<file path="src/logic/iep_pkg.sv">
package iep_pkg;
   // register indices; byte address on the bus is four times the index
   localparam logic [7:0] IDX_EXT_ENABLE   = 8'hA3;
   localparam logic [7:0] IDX_EXT_FLAGS    = 8'hA4;
   localparam logic [7:0] IDX_EXT_TYPE     = 8'hA5;
   localparam logic [7:0] IDX_EXT_SENSE    = 8'hA6;
   localparam logic [7:0] IDX_EXT_DUAL     = 8'hA7;
   localparam logic [7:0] IDX_GATE_TWO     = 8'hAA;
   localparam logic [7:0] IDX_GATE_THREE   = 8'hAB;
   localparam logic [7:0] IDX_GATE_FOUR    = 8'hAC;
   localparam logic [7:0] IDX_GATE_FIVE    = 8'hAD;
   localparam logic [7:0] IDX_LEVEL_LOW    = 8'hB8;
   localparam logic [7:0] IDX_LEVEL_HIGH   = 8'hF8;
   localparam logic [7:0] IDX_EVT_STATUS   = 8'hC0;
   localparam logic [7:0] IDX_EVT_CLEAR    = 8'hC1;
   localparam logic [7:0] IDX_EVT_IRQ_EN   = 8'hC2;

   localparam int ADDR_W   = 10;
   localparam int DATA_W   = 32;
   localparam int REG_W    = 8;
   localparam int EXT_N    = 8;
   localparam int GROUP_N  = 8;
   localparam int REQ_N    = 15;

   localparam logic [7:0] RESET_VAL       = 8'h00;
   // writable masks: bits 7:6 of the gate banks are read-only zero
   localparam logic [7:0] GATE_TWO_MASK   = 8'h3F;
   localparam logic [7:0] GATE_HI_MASK    = 8'h3F;

   // gate bank two fields
   localparam int TIMER_N       = 5;
   localparam int NVM_BIT       = 5;
   // gate bank three fields
   localparam int CONV_BIT      = 0;
   localparam int CMP_BIT       = 1;
   localparam int WT_BIT        = 2;
   localparam int WDT_BIT       = 3;
   localparam int BIT_TMR_BIT   = 4;
   // gate banks four and five fields
   localparam int EXT4_BIT      = 4;
   localparam int EXT5_BIT      = 5;
   localparam int EXT6_BIT      = 0;
   localparam int EXT7_BIT      = 1;

   // positions in the gated request vector, then the pin number behind each external request
   localparam int REQ_TIMER0    = 0;
   localparam int REQ_NVM       = 5;
   localparam int REQ_CONV      = 6;
   localparam int REQ_CMP       = 7;
   localparam int REQ_WT        = 8;
   localparam int REQ_WDT       = 9;
   localparam int REQ_BIT_TMR   = 10;
   localparam int REQ_EXT4      = 11;
   localparam int REQ_EXT5      = 12;
   localparam int REQ_EXT6      = 13;
   localparam int REQ_EXT7      = 14;
   localparam int EXT4_PIN      = 4;
   localparam int EXT5_PIN      = 5;
   localparam int EXT6_PIN      = 6;
   localparam int EXT7_PIN      = 7;
endpackage

</file>
<file path="src/logic/iep_pin_if.sv">
`timescale 1ns/1ps
// per-pin trigger settings and the detected event
interface iep_pin_if;
   logic enable;
   logic trig_type;
   logic trig_sense;
   logic dual_edge;
   logic event_hit;
   modport det (input enable, input trig_type, input trig_sense, input dual_edge,
                output event_hit);
   modport ctl (output enable, output trig_type, output trig_sense, output dual_edge,
                input event_hit);
endinterface

</file>
<file path="src/logic/iep_pin_detect.sv">
`timescale 1ns/1ps
// one external pin: synchroniser, history and trigger decode
module iep_pin_detect (
   input  wire logic clk,
   input  wire logic resetn,
   input  wire logic pin,
   iep_pin_if.det    cfg
);
   logic sync1_r, sync1_nxt;
   logic sync2_r, sync2_nxt;
   logic prev_r, prev_nxt;
   logic [1:0] wake_r, wake_nxt;
   logic valid_r, valid_nxt;
   logic rise, fall, level_hit, edge_hit;

   // next values; valid rises only once prev holds a real pin sample, so a pin
   // that idles high gives no false edge against the reset value of prev
   always_comb begin
      sync1_nxt = pin;
      sync2_nxt = sync1_r;
      prev_nxt  = sync2_r;
      wake_nxt  = {wake_r[0], 1'b1};
      valid_nxt = wake_r[1];
   end

   always_ff @(posedge clk) begin
      if (!resetn) begin
         sync1_r <= 1'b0;
         sync2_r <= 1'b0;
         prev_r  <= 1'b0;
         wake_r  <= 2'h0;
         valid_r <= 1'b0;
      end else begin
         sync1_r <= sync1_nxt;
         sync2_r <= sync2_nxt;
         prev_r  <= prev_nxt;
         wake_r  <= wake_nxt;
         valid_r <= valid_nxt;
      end
   end

   // trigger decode on synchronised samples only
   always_comb begin
      rise      = valid_r & sync2_r & ~prev_r;
      fall      = valid_r & ~sync2_r & prev_r;
      level_hit = cfg.trig_sense ? ~sync2_r : sync2_r;
      edge_hit  = cfg.trig_sense ? fall : rise;
      if (!cfg.enable) begin
         cfg.event_hit = 1'b0;
      end else if (cfg.dual_edge) begin
         cfg.event_hit = rise | fall;
      end else if (cfg.trig_type) begin
         cfg.event_hit = edge_hit;
      end else begin
         cfg.event_hit = level_hit;
      end
   end
endmodule // iep_pin_detect

</file>
<file path="src/logic/iep_ctrl.sv">
// The APB register port was chosen for this implementation.
`timescale 1ns/1ps
module iep_ctrl (
   input  wire logic                  REF_CLK,
   input  wire logic                  RESETN,
   input  wire logic                  PSEL,
   input  wire logic                  PENABLE,
   input  wire logic                  PWRITE,
   input  wire logic [9:0]            PADDR,
   input  wire logic [31:0]           PWDATA,
   output logic      [31:0]           PRDATA,
   output logic                       PREADY,
   output logic                       PSLVERR,
   input  wire logic [4:0]            TIMER_REQ,
   input  wire logic                  NVM_REQ,
   input  wire logic                  CONV_REQ,
   input  wire logic                  CMP_REQ,
   input  wire logic                  WATCH_TIMER_REQ,
   input  wire logic                  WATCHDOG_REQ,
   input  wire logic                  INTERVAL_REQ,
   input  wire logic [7:0]            EXT_PIN,
   output logic      [14:0]           GATED_REQ,
   output logic      [15:0]           GROUP_LEVEL,
   output logic      [7:0]            EXT_FLAG,
   output logic                       IRQ
);
   // software visible state
   logic [7:0] ext_enable_r, ext_enable_nxt;
   logic [7:0] ext_flags_r, ext_flags_nxt;
   logic [7:0] ext_type_r, ext_type_nxt;
   logic [7:0] ext_sense_r, ext_sense_nxt;
   logic [7:0] ext_dual_r, ext_dual_nxt;
   logic [7:0] gate_two_r, gate_two_nxt;
   logic [7:0] gate_three_r, gate_three_nxt;
   logic [7:0] gate_four_r, gate_four_nxt;
   logic [7:0] gate_five_r, gate_five_nxt;
   logic [7:0] level_low_r, level_low_nxt;
   logic [7:0] level_high_r, level_high_nxt;
   logic [7:0] evt_status_r, evt_status_nxt;
   logic [7:0] evt_irq_en_r, evt_irq_en_nxt;
   // bus answer and outputs
   logic [31:0] prdata_r, prdata_nxt;
   logic        pready_r, pready_nxt;
   logic        pslverr_r, pslverr_nxt;
   logic [14:0] gated_r, gated_nxt;
   logic [15:0] level_r, level_nxt;
   logic        irq_r, irq_nxt;

   logic [7:0]  pin_event;
   logic [7:0]  idx;
   logic        addr_ok;
   logic        setup_ph;
   logic        wr_ph;
   logic [7:0]  wbyte;
   logic [7:0]  rbyte;
   logic        mapped;

   // one detector per pin, settings passed through the pin interface
   genvar g;
   generate
      for (g = 0; g < iep_pkg::EXT_N; g++) begin : g_pin
         iep_pin_if pif ();
         assign pif.enable     = ext_enable_r[g];
         assign pif.trig_type  = ext_type_r[g];
         assign pif.trig_sense = ext_sense_r[g];
         assign pif.dual_edge  = ext_dual_r[g];
         assign pin_event[g]   = pif.event_hit;
         iep_pin_detect u_det (
            .clk    (REF_CLK),
            .resetn (RESETN),
            .pin    (EXT_PIN[g]),
            .cfg    (pif.det)
         );
      end
   endgenerate

   // bus decode; unaligned or unknown index answers with an error
   always_comb begin
      idx      = PADDR[9:2];
      addr_ok  = (PADDR[1:0] == 2'b00);
      setup_ph = PSEL & ~PENABLE;
      wr_ph    = PSEL & PENABLE & pready_r & PWRITE & ~pslverr_r;
      wbyte    = PWDATA[7:0];
      mapped   = 1'b1;
      rbyte    = iep_pkg::RESET_VAL;
      case (idx)
         iep_pkg::IDX_EXT_ENABLE: rbyte = ext_enable_r;
         iep_pkg::IDX_EXT_FLAGS:  rbyte = ext_flags_r;
         iep_pkg::IDX_EXT_TYPE:   rbyte = ext_type_r;
         iep_pkg::IDX_EXT_SENSE:  rbyte = ext_sense_r;
         iep_pkg::IDX_EXT_DUAL:   rbyte = ext_dual_r;
         iep_pkg::IDX_GATE_TWO:   rbyte = gate_two_r;
         iep_pkg::IDX_GATE_THREE: rbyte = gate_three_r;
         iep_pkg::IDX_GATE_FOUR:  rbyte = gate_four_r;
         iep_pkg::IDX_GATE_FIVE:  rbyte = gate_five_r;
         iep_pkg::IDX_LEVEL_LOW:  rbyte = level_low_r;
         iep_pkg::IDX_LEVEL_HIGH: rbyte = level_high_r;
         iep_pkg::IDX_EVT_STATUS: rbyte = evt_status_r;
         iep_pkg::IDX_EVT_CLEAR:  rbyte = iep_pkg::RESET_VAL;  // write-only
         iep_pkg::IDX_EVT_IRQ_EN: rbyte = evt_irq_en_r;
         default:                 mapped = 1'b0;
      endcase
      if (!addr_ok) begin
         mapped = 1'b0;
      end
   end

   // answer is prepared in the setup cycle so every access has no wait state
   always_comb begin
      pready_nxt  = setup_ph;
      pslverr_nxt = setup_ph & ~mapped;
      prdata_nxt  = prdata_r;
      if (setup_ph) begin
         prdata_nxt = (mapped && !PWRITE) ? {24'h000000, rbyte} : 32'h00000000;
      end
   end

   // pin trigger settings, written by software only
   // the detectors see a new setting one cycle after the write
   always_comb begin
      ext_enable_nxt = ext_enable_r;
      ext_type_nxt   = ext_type_r;
      ext_sense_nxt  = ext_sense_r;
      ext_dual_nxt   = ext_dual_r;
      if (wr_ph) begin
         case (idx)
            iep_pkg::IDX_EXT_ENABLE: ext_enable_nxt = wbyte;
            iep_pkg::IDX_EXT_TYPE:   ext_type_nxt   = wbyte;
            iep_pkg::IDX_EXT_SENSE:  ext_sense_nxt  = wbyte;
            iep_pkg::IDX_EXT_DUAL:   ext_dual_nxt   = wbyte;
            default:                 ext_enable_nxt = ext_enable_r;
         endcase
      end
   end

   // pin trigger setting registers
   always_ff @(posedge REF_CLK) begin
      if (!RESETN) begin
         ext_enable_r <= iep_pkg::RESET_VAL;
         ext_type_r   <= iep_pkg::RESET_VAL;
         ext_sense_r  <= iep_pkg::RESET_VAL;
         ext_dual_r   <= iep_pkg::RESET_VAL;
      end else begin
         ext_enable_r <= ext_enable_nxt;
         ext_type_r   <= ext_type_nxt;
         ext_sense_r  <= ext_sense_nxt;
         ext_dual_r   <= ext_dual_nxt;
      end
   end

   // gate banks and group levels; bits 7:6 of the banks read as zero
   // reserved bits below bit 6 are kept so software reads back what it wrote there
   always_comb begin
      gate_two_nxt   = gate_two_r;
      gate_three_nxt = gate_three_r;
      gate_four_nxt  = gate_four_r;
      gate_five_nxt  = gate_five_r;
      level_low_nxt  = level_low_r;
      level_high_nxt = level_high_r;
      if (wr_ph) begin
         case (idx)
            iep_pkg::IDX_GATE_TWO:   gate_two_nxt   = wbyte & iep_pkg::GATE_TWO_MASK;
            iep_pkg::IDX_GATE_THREE: gate_three_nxt = wbyte & iep_pkg::GATE_HI_MASK;
            iep_pkg::IDX_GATE_FOUR:  gate_four_nxt  = wbyte & iep_pkg::GATE_HI_MASK;
            iep_pkg::IDX_GATE_FIVE:  gate_five_nxt  = wbyte & iep_pkg::GATE_HI_MASK;
            iep_pkg::IDX_LEVEL_LOW:  level_low_nxt  = wbyte;
            iep_pkg::IDX_LEVEL_HIGH: level_high_nxt = wbyte;
            default:                 gate_two_nxt   = gate_two_r;
         endcase
      end
   end

   // gate bank and level registers
   // a gate change shows on the request outputs one edge after the write lands
   always_ff @(posedge REF_CLK) begin
      if (!RESETN) begin
         gate_two_r   <= iep_pkg::RESET_VAL;
         gate_three_r <= iep_pkg::RESET_VAL;
         gate_four_r  <= iep_pkg::RESET_VAL;
         gate_five_r  <= iep_pkg::RESET_VAL;
         level_low_r  <= iep_pkg::RESET_VAL;
         level_high_r <= iep_pkg::RESET_VAL;
      end else begin
         gate_two_r   <= gate_two_nxt;
         gate_three_r <= gate_three_nxt;
         gate_four_r  <= gate_four_nxt;
         gate_five_r  <= gate_five_nxt;
         level_low_r  <= level_low_nxt;
         level_high_r <= level_high_nxt;
      end
   end

   // flags, event status and its irq enable
   // hardware sets are applied last so they win over a same-cycle clear
   always_comb begin
      ext_flags_nxt  = ext_flags_r;
      evt_status_nxt = evt_status_r;
      evt_irq_en_nxt = evt_irq_en_r;
      if (wr_ph) begin
         case (idx)
            iep_pkg::IDX_EXT_FLAGS:  ext_flags_nxt  = ext_flags_r & wbyte;
            iep_pkg::IDX_EVT_CLEAR:  evt_status_nxt = evt_status_r & ~wbyte;
            iep_pkg::IDX_EVT_IRQ_EN: evt_irq_en_nxt = wbyte;
            default:                 ext_flags_nxt  = ext_flags_r;
         endcase
      end
      ext_flags_nxt  = ext_flags_nxt | pin_event;
      evt_status_nxt = evt_status_nxt | pin_event;
   end

   // flag and status registers
   // a level-mode pin that stays active keeps re-setting its flag every cycle
   always_ff @(posedge REF_CLK) begin
      if (!RESETN) begin
         ext_flags_r  <= iep_pkg::RESET_VAL;
         evt_status_r <= iep_pkg::RESET_VAL;
         evt_irq_en_r <= iep_pkg::RESET_VAL;
      end else begin
         ext_flags_r  <= ext_flags_nxt;
         evt_status_r <= evt_status_nxt;
         evt_irq_en_r <= evt_irq_en_nxt;
      end
   end

   // gated requests towards the core and group levels
   always_comb begin
      gated_nxt = '0;
      for (int t = 0; t < iep_pkg::TIMER_N; t++) begin
         gated_nxt[iep_pkg::REQ_TIMER0 + t] = TIMER_REQ[t] & gate_two_r[t];
      end
      gated_nxt[iep_pkg::REQ_NVM]     = NVM_REQ & gate_two_r[iep_pkg::NVM_BIT];
      gated_nxt[iep_pkg::REQ_CONV]    = CONV_REQ & gate_three_r[iep_pkg::CONV_BIT];
      gated_nxt[iep_pkg::REQ_CMP]     = CMP_REQ & gate_three_r[iep_pkg::CMP_BIT];
      gated_nxt[iep_pkg::REQ_WT]      = WATCH_TIMER_REQ & gate_three_r[iep_pkg::WT_BIT];
      gated_nxt[iep_pkg::REQ_WDT]     = WATCHDOG_REQ & gate_three_r[iep_pkg::WDT_BIT];
      gated_nxt[iep_pkg::REQ_BIT_TMR] = INTERVAL_REQ & gate_three_r[iep_pkg::BIT_TMR_BIT];
      // only named bits reach a request; reserved bits feed nothing
      gated_nxt[iep_pkg::REQ_EXT4] = ext_flags_r[iep_pkg::EXT4_PIN]
                                     & gate_four_r[iep_pkg::EXT4_BIT];
      gated_nxt[iep_pkg::REQ_EXT5] = ext_flags_r[iep_pkg::EXT5_PIN]
                                     & gate_four_r[iep_pkg::EXT5_BIT];
      gated_nxt[iep_pkg::REQ_EXT6] = ext_flags_r[iep_pkg::EXT6_PIN]
                                     & gate_five_r[iep_pkg::EXT6_BIT];
      gated_nxt[iep_pkg::REQ_EXT7] = ext_flags_r[iep_pkg::EXT7_PIN]
                                     & gate_five_r[iep_pkg::EXT7_BIT];
      for (int k = 0; k < iep_pkg::GROUP_N; k++) begin
         level_nxt[2*k +: 2] = {level_high_r[k], level_low_r[k]};
      end
      irq_nxt = |(evt_status_nxt & evt_irq_en_nxt);
   end

   // bus answer registers; prdata holds its value until the next setup cycle
   always_ff @(posedge REF_CLK) begin
      if (!RESETN) begin
         prdata_r  <= 32'h00000000;
         pready_r  <= 1'b0;
         pslverr_r <= 1'b0;
      end else begin
         prdata_r  <= prdata_nxt;
         pready_r  <= pready_nxt;
         pslverr_r <= pslverr_nxt;
      end
   end

   // output registers; gated and level ports lag one cycle, irq is built from the next status and enable values so it does not; every port glitch free
   always_ff @(posedge REF_CLK) begin
      if (!RESETN) begin
         gated_r <= 15'h0000;
         level_r <= 16'h0000;
         irq_r   <= 1'b0;
      end else begin
         gated_r <= gated_nxt;
         level_r <= level_nxt;
         irq_r   <= irq_nxt;
      end
   end

   // outputs straight from flip-flops
   assign PRDATA      = prdata_r;
   assign PREADY      = pready_r;
   assign PSLVERR     = pslverr_r;
   assign GATED_REQ   = gated_r;
   assign GROUP_LEVEL = level_r;
   assign EXT_FLAG    = ext_flags_r;
   assign IRQ         = irq_r;
endmodule // iep_ctrl

</file>
<file path="config.mk">
export PLATFORM = sky130hd
export DESIGN_NAME = iep_ctrl
export DESIGN_NICKNAME = d
export VERILOG_FILES = /design/src/logic/iep_pkg.sv /design/src/logic/iep_pin_if.sv /design/src/logic/iep_pin_detect.sv /design/src/logic/iep_ctrl.sv
export SDC_FILE = /design/constraint.sdc
export NUM_CORES = 1
export LEC_CHECK = 0
export BUFFER_PORTS_ARGS = -buffer_cell sky130_fd_sc_hd__buf_2
export CAP_MARGIN = 20
export CORE_ASPECT_RATIO = 0.7
export CORE_MARGIN = 4
export CORE_UTILIZATION = 59
export DETAILED_ROUTE_END_ITERATION = 7
export PLACE_DENSITY = 0.87
export RECOVER_POWER = 50
export SLEW_MARGIN = 20
export SYNTH_ARGS = -nofsm -noshare
export SYNTH_HDL_FRONTEND = slang
export SYNTH_SLANG_ARGS = --single-unit
export TNS_END_PERCENT = 10
</file>
<file path="constraint.sdc">
create_clock -name REF_CLK -period 3 [get_ports REF_CLK]
set_clock_uncertainty 0.1 [all_clocks]
set_input_delay 0.3 -clock REF_CLK [delete_from_list [all_inputs] [get_ports REF_CLK]]
set_output_delay 0.3 -clock REF_CLK [all_outputs]
set_load 0.05 [all_outputs]
</file>
Word level (Yosys, flattened, before mapping):

Index checks and enable logic that the tools add are counted.

* register bits: 210
* output and inout port bits: 74
* memories kept: 0
* latch bits: 0
* bits of input ports: 66
* RAM bits: 0
* word-level logic and storage cells: 240
* bits in read-only memories: 0

* $add $sub $neg: 0
* muxes and demuxes: 58
* div/mod/pow operators: 0
* bitwise gates (word level): 86
* eq/ne operators: 14
* $lt $le $gt $ge: 0
* reduce and logical (&&, ||, !) cells: 15
* shift operators: 0
* $mul: 0

Operators by type and width (count)
* $eq A8 B8 Y1 const B: 14
* $pmux W8 S13: 1
* $mux W8: 7
* $and A1 B1 Y1: 53
* $mux W1: 50
* $and A8 B8 Y8: 3
* $reduce_and A2 Y1: 10
* $not A1 Y1: 19
* $or A8 B8 Y8: 2
* $reduce_or A14 Y1: 1
* $not A8 Y8: 1
* $or A1 B1 Y1: 8
* $reduce_or A8 Y1: 1
* $logic_not A2 Y1: 1
* $logic_and A1 B1 Y1: 1
* $logic_not A1 Y1: 1

Longest topological paths before layout:

Gate-level depths: netlist of the first run.

* word-level depth: 10
* gate-level depth with buffers: 8
* mapped depth without buffers: 6

Cells and area by module:

Synthesis of the first run repeated with hierarchy kept, for this count alone.

* cells, all modules: 748
* area, all modules: 7641.1 µm²

By module, submodules not included
* iep_ctrl: seq. area each 2762.6 µm², times used 1, cells an instance 612, area each 6139.6 µm²
* iep_pin_detect: seq. area each 120.1 µm², times used 8, cells an instance 17, area each 187.7 µm²

Least setup slack after synthesis of the first run:

Ideal clock, no wire load.

* kind: register -> register
* start: register pready_r (netlist: PREADY)
* end: register irq_r (netlist: IRQ)
* cell stages (with the launch flop): 7
* data required time: 2.768 ns
* setup time: 0.132 ns
* setup slack: 0.657 ns
* data arrival time: 2.111 ns
* period minus slack after synthesis: 2.343 ns
* path buffers: 0
* cell sequence: dfxtp_1 nor4bb_1 nand4_2 mux2_1 a22o_1 a221oi_2 a31oi_1

* cells in the longest elaborated chain, start to end: 7
* elaborated cells on any way between the ends: 8
* classes of those cells: 2 x mux; 5 x bitwise; 1 x reduce/logical

Ends and longest elaborated chain
* start, declared: RTL line iep_ctrl.sv:43 `logic pready_r, pready_nxt;`
* start signal, assigned: RTL line iep_ctrl.sv:260 `pready_r <= pready_nxt;`
* $and A1 B1 Y1 * (3 in series): RTL line iep_ctrl.sv:82 `wr_ph = PSEL & PENABLE & pready_r & PWRITE & ~pslverr_r;`
* $mux W8: RTL line iep_ctrl.sv:199 `if (wr_ph) begin`
* $or A8 B8 Y8: RTL line iep_ctrl.sv:208 `evt_status_nxt = evt_status_nxt | pin_event;`
* $and A8 B8 Y8 *: RTL line iep_ctrl.sv:249 `irq_nxt = |(evt_status_nxt & evt_irq_en_nxt);`
* $reduce_or A8 Y1 *: RTL line iep_ctrl.sv:249
* end signal, assigned: RTL line iep_ctrl.sv:274 `irq_r <= irq_nxt;`
* end, declared: RTL line iep_ctrl.sv:47 `logic irq_r, irq_nxt;`

Every way passes the cells marked *; elsewhere a longest branch is shown, timed or not.
A chain may end at the register's enable or synchronous reset.

Worst setup path after layout of the first run:

Ends and elaborated chain as after synthesis.

==> out/qor.csv, run 1 <==
stage,metric,value,unit
outcome,status,"complete, no violations",
critical_path,critical path launch point type,flop,
drt,DR iter-0 viols,668,
run,max-cap violations,0,
layout,Multi-input gate area,3530,um2
clock_tree,CTS tree,yes,
yosys,number of synthesized flops with an enable pin,0,
layout,Reg area,3300,um2
grt,initial antenna violation count,1,
floorplan,cell row count,33,
power,static leakage,3.45,nW
drt,drt drc,0,
floorplan,DIE HEIGHT,100,um
floorplan,Die W,140,um
critical_path,Crit path required time,3.15,ns
sta,"Hold Violations, Final",0,
sta,Tightest Pin Transition,1.29,ns
grt,total gr overflow,0,
drt,"wirelength, routed",20200,um
yosys,Mapped Area,7150,um2
grt,largest net degree at the start of global routing,80,
layout,# diodes,0,
critical_path,FF-to-FF path depth,6,
clock_tree,later-pin clock latency in the skew report,0.42,ns
floorplan,DIE AREA,14000,um2
drt,drt first pass iters,5,
yosys,average size of a mapped cell,9.56,um2
grt,first-pass GRT wire length,30900,um
clock_tree,clock slew at reported path FFs,0.07,ns
drt,Final ANT Viol Nets,0,
layout,Largest register FFs,16,
yosys,Area contributors post-synth,"dfxtp_1 (46%), mux2i_1 (10%), and2_1 (5.3%), nor2_1 (4.5%), a21oi_1 (2.7%)",
layout,Final Core Density,0.702,
sta,# setup viols final,0,
yosys,post-synthesis cell type count,71,
layout,fraction of layout cells with a size suffix above 1,0.154,
clock_tree,"Setup Fix Bufs, Post-CTS",0,
drt,detail-routed net length per standard cell,20.0,um
critical_path,crit path kind,reg2reg,
floorplan,Starting Density,0.608,
yosys,sequential area share after synthesis,0.462,
place,Final Wtd Congestion,0.997,
sta,RSZ-0062 raised after global routing,no,
grt,vias in the first global route,5775,
yosys,"area leader, netlist",dfxtp_1,
critical_path,WP data arrival,2.52,ns
yosys,#FFs+latches synth,165,
drt,via count,6067,
sta,fin crit share,0.791,
layout,Filler Cells Inserted,918,
worst_hold_path,HP Class,in2reg,
yosys,Post-synth ARST share,0,
floorplan,# IOs,140,
critical_path,largest fanout on the critical path,5,
clock_tree,clk sink count,165,
power,worst vdd ir,0.388,mV
power,PwrDens,562,nW/um2
clock_tree,Num CTS Buffers,17,
sta,max_slew headroom,0.139,
place,HPWL after DPL,14100,um
clock_tree,Max Buffers Root-to-Sink,2,
clock_tree,PostCTS Resize Cnt,0,
drt,Via density,6.02,
grt,GRT Total Usage,0.284,
yosys,Cells after Synth,748,
layout,Total Nets Final,903,
sta,Max Slew Vio Count,0,
place,PortBufs,91,
yosys,ys flop type,dfxtp_1,
layout,Layout area overhead,15.5,%
floorplan,CORE AREA,11800,um2
clock_tree,CTS H-tree lvls,4,
sta,Tmin final,2.37,ns
sta,Fmax,421,MHz
clock_tree,Post-CTS Hold Buffers,9,
yosys,area fraction of the dominant cell type after synthesis,0.462,
clock_tree,CTS root buffer,clkbuf_16,
worst_hold_path,Hold Path Stages,2,
critical_path,Worst setup EP type,flop,
sta,setup TNS,0,ns
yosys,synth warn,0,
final cells by class:
type | instances | area share
multi-input combinational | 529 | 0.427
sequential | 165 | 0.400
timing repair buffer | 117 | 0.0753
clock buffer | 18 | 0.0520
tap | 157 | 0.0238
clock inverter | 14 | 0.0182
inverter | 7 | 0.00318
critical path: stages (launching register included):
cell and delay [ns]:
dfxtp_1 0.38, or4bb_1 0.52, nor4_2 0.29, o221ai_1 0.22
a22o_1 0.31, a221oi_2 0.24, a31oi_1 0.13
layout by cell type (no fill, tap or decap), types with 19 or more instances in the layout:
master,synthesis,routed
nor2_1,86,86
mux2i_1,74,74
and2_0,1,19
conb_1,1,24
nand2_1,38,38
and2_1,61,43
buf_2,3,42
dfxtp_1,165,165
clkbuf_1,38,50
nand3_1,19,19
a21oi_1,39,39
power by group:
| part | switching (mW) | internal, mW |
|---|---|---|
| logic | 0.205 | 0.0661 |
| registers | 0.0109 | 2.21 |
| clock network | 0.920 | 1.23 |
| total | 1.14 | 3.51 |
synthesized netlist by cell type, drive strengths merged (8+ instances only):
library cell,count
a21oi,39
nor2,88
and3,17
nor4,8
o21a,10
xor2,14
nand4,8
nand3,19
mux2,18
mux2i,74
a21o,9
clkbuf,38
o21ai,16
buf,32
and2,63
nor2b,8
dfxtp,165
nor3,8
nand2,38
final timing paths:
kind	from	slack, ns	endpoint
setup / recovery	PREADY	0.63	IRQ
hold / removal	TIMER_REQ[4]	0.004	GATED_REQ[4]
setup reg to reg	PREADY	0.63	IRQ
hold reg to reg	g_pin[1].u_det.sync1_r	0.33	g_pin[1].u_det.prev_nxt
through the flow:
step / hold WS (ns) / total power, mW / instance area [um2] / setup slack, ns / std cells
CTS: 0.00149 / 4.65 / 8320 / 0.725 / 1007
global placement: 0.315 / 2.52 / 7650 / 0.416 / 966
global route: 0.00766 / 4.76 / 8260 / 0.527 / 1007
detailed placement: 0.320 / 2.52 / 7650 / 0.379 / 966
finish: 0.00384 / 4.64 / 8260 / 0.627 / 1007
floorplan: 0.228 / 2.47 / 7240 / 0.657 / 771
logic make-up (layout without fill, tap and decap cells):
logic type	Yosys count	count (layout)	share of synthesized area
DFF	165	165	0.462
xor gates and xnor gates	15	15	0.0184
buffers and inverters	77	156	0.0567
and+or+nand+nor	280	280	0.216
AOI/OAI and AO/OA	117	117	0.111
other	1	24	0.000524
muxes	93	93	0.135
layer usage:
metal  GRT usage  share of wire  vias up  routed length (um)
li1            -              -     2736                   -
met1       0.377           0.40     2930                8160
met2       0.452           0.46      349                9200
met3      0.0795           0.12       52                2340
met4       0.102          0.024        0                 478
met5           0              0        -                   0
No activity file was read; power rests on OpenSTA's default activity.
==> run 2: changes to the inputs <==
- CORE_UTILIZATION: 59 -> 50
- PLACE_DENSITY: 0.87 -> 0.78
- clock period: 3 -> 2.1 ns (I/O delays scaled with it)
==> out/qor.csv, run 2 (synthesized netlist as in run 1, its figures left out) <==
stage,metric,value,unit,change
layout,Filler Cells Inserted,1208,,+32%
sta,# setup viols final,0,,unchanged
sta,fin crit share,0.954,,+0.163
grt,GRT Total Usage,0.256,,-0.0284
critical_path,CP peak stage delay,0.35,ns,-0.17 ns
drt,Final ANT Viol Nets,0,,unchanged
critical_path,Worst setup EP type,flop,,
sta,RSZ-0062 raised after global routing,yes,,
run,max-cap violations,0,,unchanged
sta,Fmax,499,MHz,+18%
critical_path,slowest cell on the critical path,dfxtp_4,,
power,worst vdd ir,0.522,mV,+35%
drt,detail-routed net length per standard cell,18.8,um,-6.0%
drt,via count,6091,,+0.40%
power,Net Sw Frac,0.241,,-0.00411
critical_path,Crit path max-delay family,compound AO/OA/AOI/OAI gates,,
sta,Max Slew Vio Count,0,,unchanged
clock_tree,Num CTS Buffers,17,,unchanged
layout,Layout area overhead,23.7,%,
grt,vias in the first global route,5739,,-0.62%
grt,largest net degree at the start of global routing,60,,-25%
power,Comb power frac,0.069,,+0.011
critical_path,WP data arrival,2.20,ns,-0.32 ns
floorplan,cell row count,36,,+9.1%
critical_path,critical path launch point type,flop,,
place,HPWL after DPL,14700,um,+4.0%
clock_tree,CTS tree,yes,,
layout,most frequent cells in the layout,"dfxtp_1 (163), nor2_1 (86), mux2i_1 (74)",,
drt,Via density,5.53,,-8.2%
place,Final Wtd Congestion,0.973,,-2.5%
power,NetSw,1.58,mW,+39%
grt,initial antenna violation count,1,,unchanged
clock_tree,Max Buffers Root-to-Sink,2,,unchanged
clock_tree,clock slew at reported path FFs,0.06,ns,about the same
layout,Total Nets Final,965,,+6.9%
clock_tree,CTS H-tree lvls,4,,unchanged
layout,fraction of layout cells with a size suffix above 1,0.212,,+0.0577
drt,drt drc,0,,unchanged
clock_tree,CTS root buffer,clkbuf_16,,
power,total power,6.57,mW,+42%
power,static leakage,3.79,nW,+9.7%
sta,Tmin final,2.00,ns,-0.370 ns
floorplan,DIE AREA,16300,um2,+17%
clock_tree,later-pin clock latency in the skew report,0.42,ns,about the same
critical_path,Buffers & Inverters on Critical Path,1,,+1
critical_path,crit path kind,reg2reg,,
layout,Largest register FFs,16,,unchanged
clock_tree,"Setup Fix Bufs, Post-CTS",0,,unchanged
drt,DR iter-0 viols,625,,-6.4%
power,PwrDens,743,nW/um2,+32%
power,cell internal pwr,4.99,mW,+42%
worst_hold_path,HP Class,in2reg,,
floorplan,Starting Density,0.512,,-0.0956
clock_tree,clk sink count,165,,unchanged
power,clock power share,0.449,,-0.015
drt,top layer in use,met5,,
outcome,status,"complete, no violations",,
drt,met1 WL,9160,um,+12%
floorplan,Die W,151,um,+8.1%
drt,routed wl met2,9010,um,-2.1%
layout,"most common cell after layout, fill and taps aside",dfxtp_1,,
power,Reg power frac,0.482,,+0.004
critical_path,"Critical Path, Cell by Cell",nor4bb_2 -> nand4_2 -> buf_4 -> mux2_2 -> a22o_1 -> a221oi_2 -> a31oi_1,,
grt,first-pass GRT wire length,31700,um,+2.6%
drt,"wirelength, routed",20700,um,+2.8%
sta,"Hold Violations, Final",0,,unchanged
place,PortBufs,91,,unchanged
critical_path,largest fanout on the critical path,7,,+2
layout,# diodes,0,,unchanged
layout,Finished Cell Area,8850,um2,+7.2%
sta,max_slew headroom,0.596,,+0.457
critical_path,Crit path required time,2.30,ns,-0.85 ns
floorplan,# IOs,140,,unchanged
place,Area after DPL,8110,um2,+6.0%
floorplan,CORE AREA,14000,um2,+19%
sta,Tightest Pin Transition,0.609,ns,-0.681 ns
drt,drt first pass iters,5,,unchanged
floorplan,DIE HEIGHT,108,um,+7.9%
grt,total gr overflow,0,,unchanged
drt,met3 WL post-DR,2190,um,-6.8%
==> run 2: cell types whose count changed in the layout (fill, tap and decap cells not counted), sizes merged <==
cell and change:
clkbuf -7, clkinv -5, bufinv -1, inv -1
buf +59, dlygate4sd3 +13, clkinvlp +3
==> run 2: layer usage <==
metal | vias to the layer above | global-route usage
met5 | - | 0
met4 | 2 | 0.0789
met3 | 47 | 0.0637
met2 | 294 | 0.379
met1 | 2885 | 0.368
li1 | 2863 | -
==> run 2: cell type report <==
class | count | area [um2] | share of cell area
multi-input combinational | 529 | 3540 | 0.400
sequential | 165 | 3310 | 0.374
timing repair buffer | 179 | 1170 | 0.133
clock buffer | 21 | 460 | 0.0521
tap | 190 | 238 | 0.0269
clock inverter | 10 | 98.8 | 0.0112
inverter | 7 | 26.3 | 0.00297
==> run 2: repair_timing <==
action | in CTS | in global routing
endpoints found under the setup margin | 1 | 2
gates resized for setup | 0 | 5
hold buffers | 22 | 0
pin swaps | 6 | 2
endpoints found under the hold margin | 21 | 0
==> run 2: worst paths after layout <==
kind,from,cells past startpoint,slack (ns),to
setup / recovery,PREADY,7,0.1,IRQ
hold / removal,PWDATA[7],3,0.06,ext_enable_r[7]
setup reg to reg,PREADY,7,0.1,IRQ
hold reg to reg,g_pin[5].u_det.sync1_r,1,0.33,g_pin[5].u_det.prev_nxt
==> run 2: power by group through the flow <==
stage | logic [mW] | registers, mW | clock network [mW]
2_1_floorplan | 0.292 | 3.24 | 0
3_3_place_gp | 0.408 | 3.23 | 0
3_5_place_dp | 0.409 | 3.24 | 0
4_1_cts | 0.442 | 3.17 | 2.98
5_1_grt | 0.477 | 3.17 | 3.13
6_report | 0.453 | 3.17 | 2.95
==> run 2: stage by stage <==
stage	utilization	cells	TNS (ns)	hold slack [ns]	worst slack, ns
after floorplan	-	771	0	0.138	0.0163
after global placement	0.581	1049	-0.260	0.314	-0.158
after detailed placement	0.581	1049	-0.308	0.319	-0.190
after CTS	0.636	1101	0	0.0415	0.00105
after global routing	0.634	1101	-0.00506	0.0571	-0.00506
final	0.634	1101	0	0.0612	0.0967
==> run 2: tightest hold or removal path, cell delays in order <==
cell and delay, ns:
buf_2 0.17, nand3_1 0.09, a21oi_1 0.06
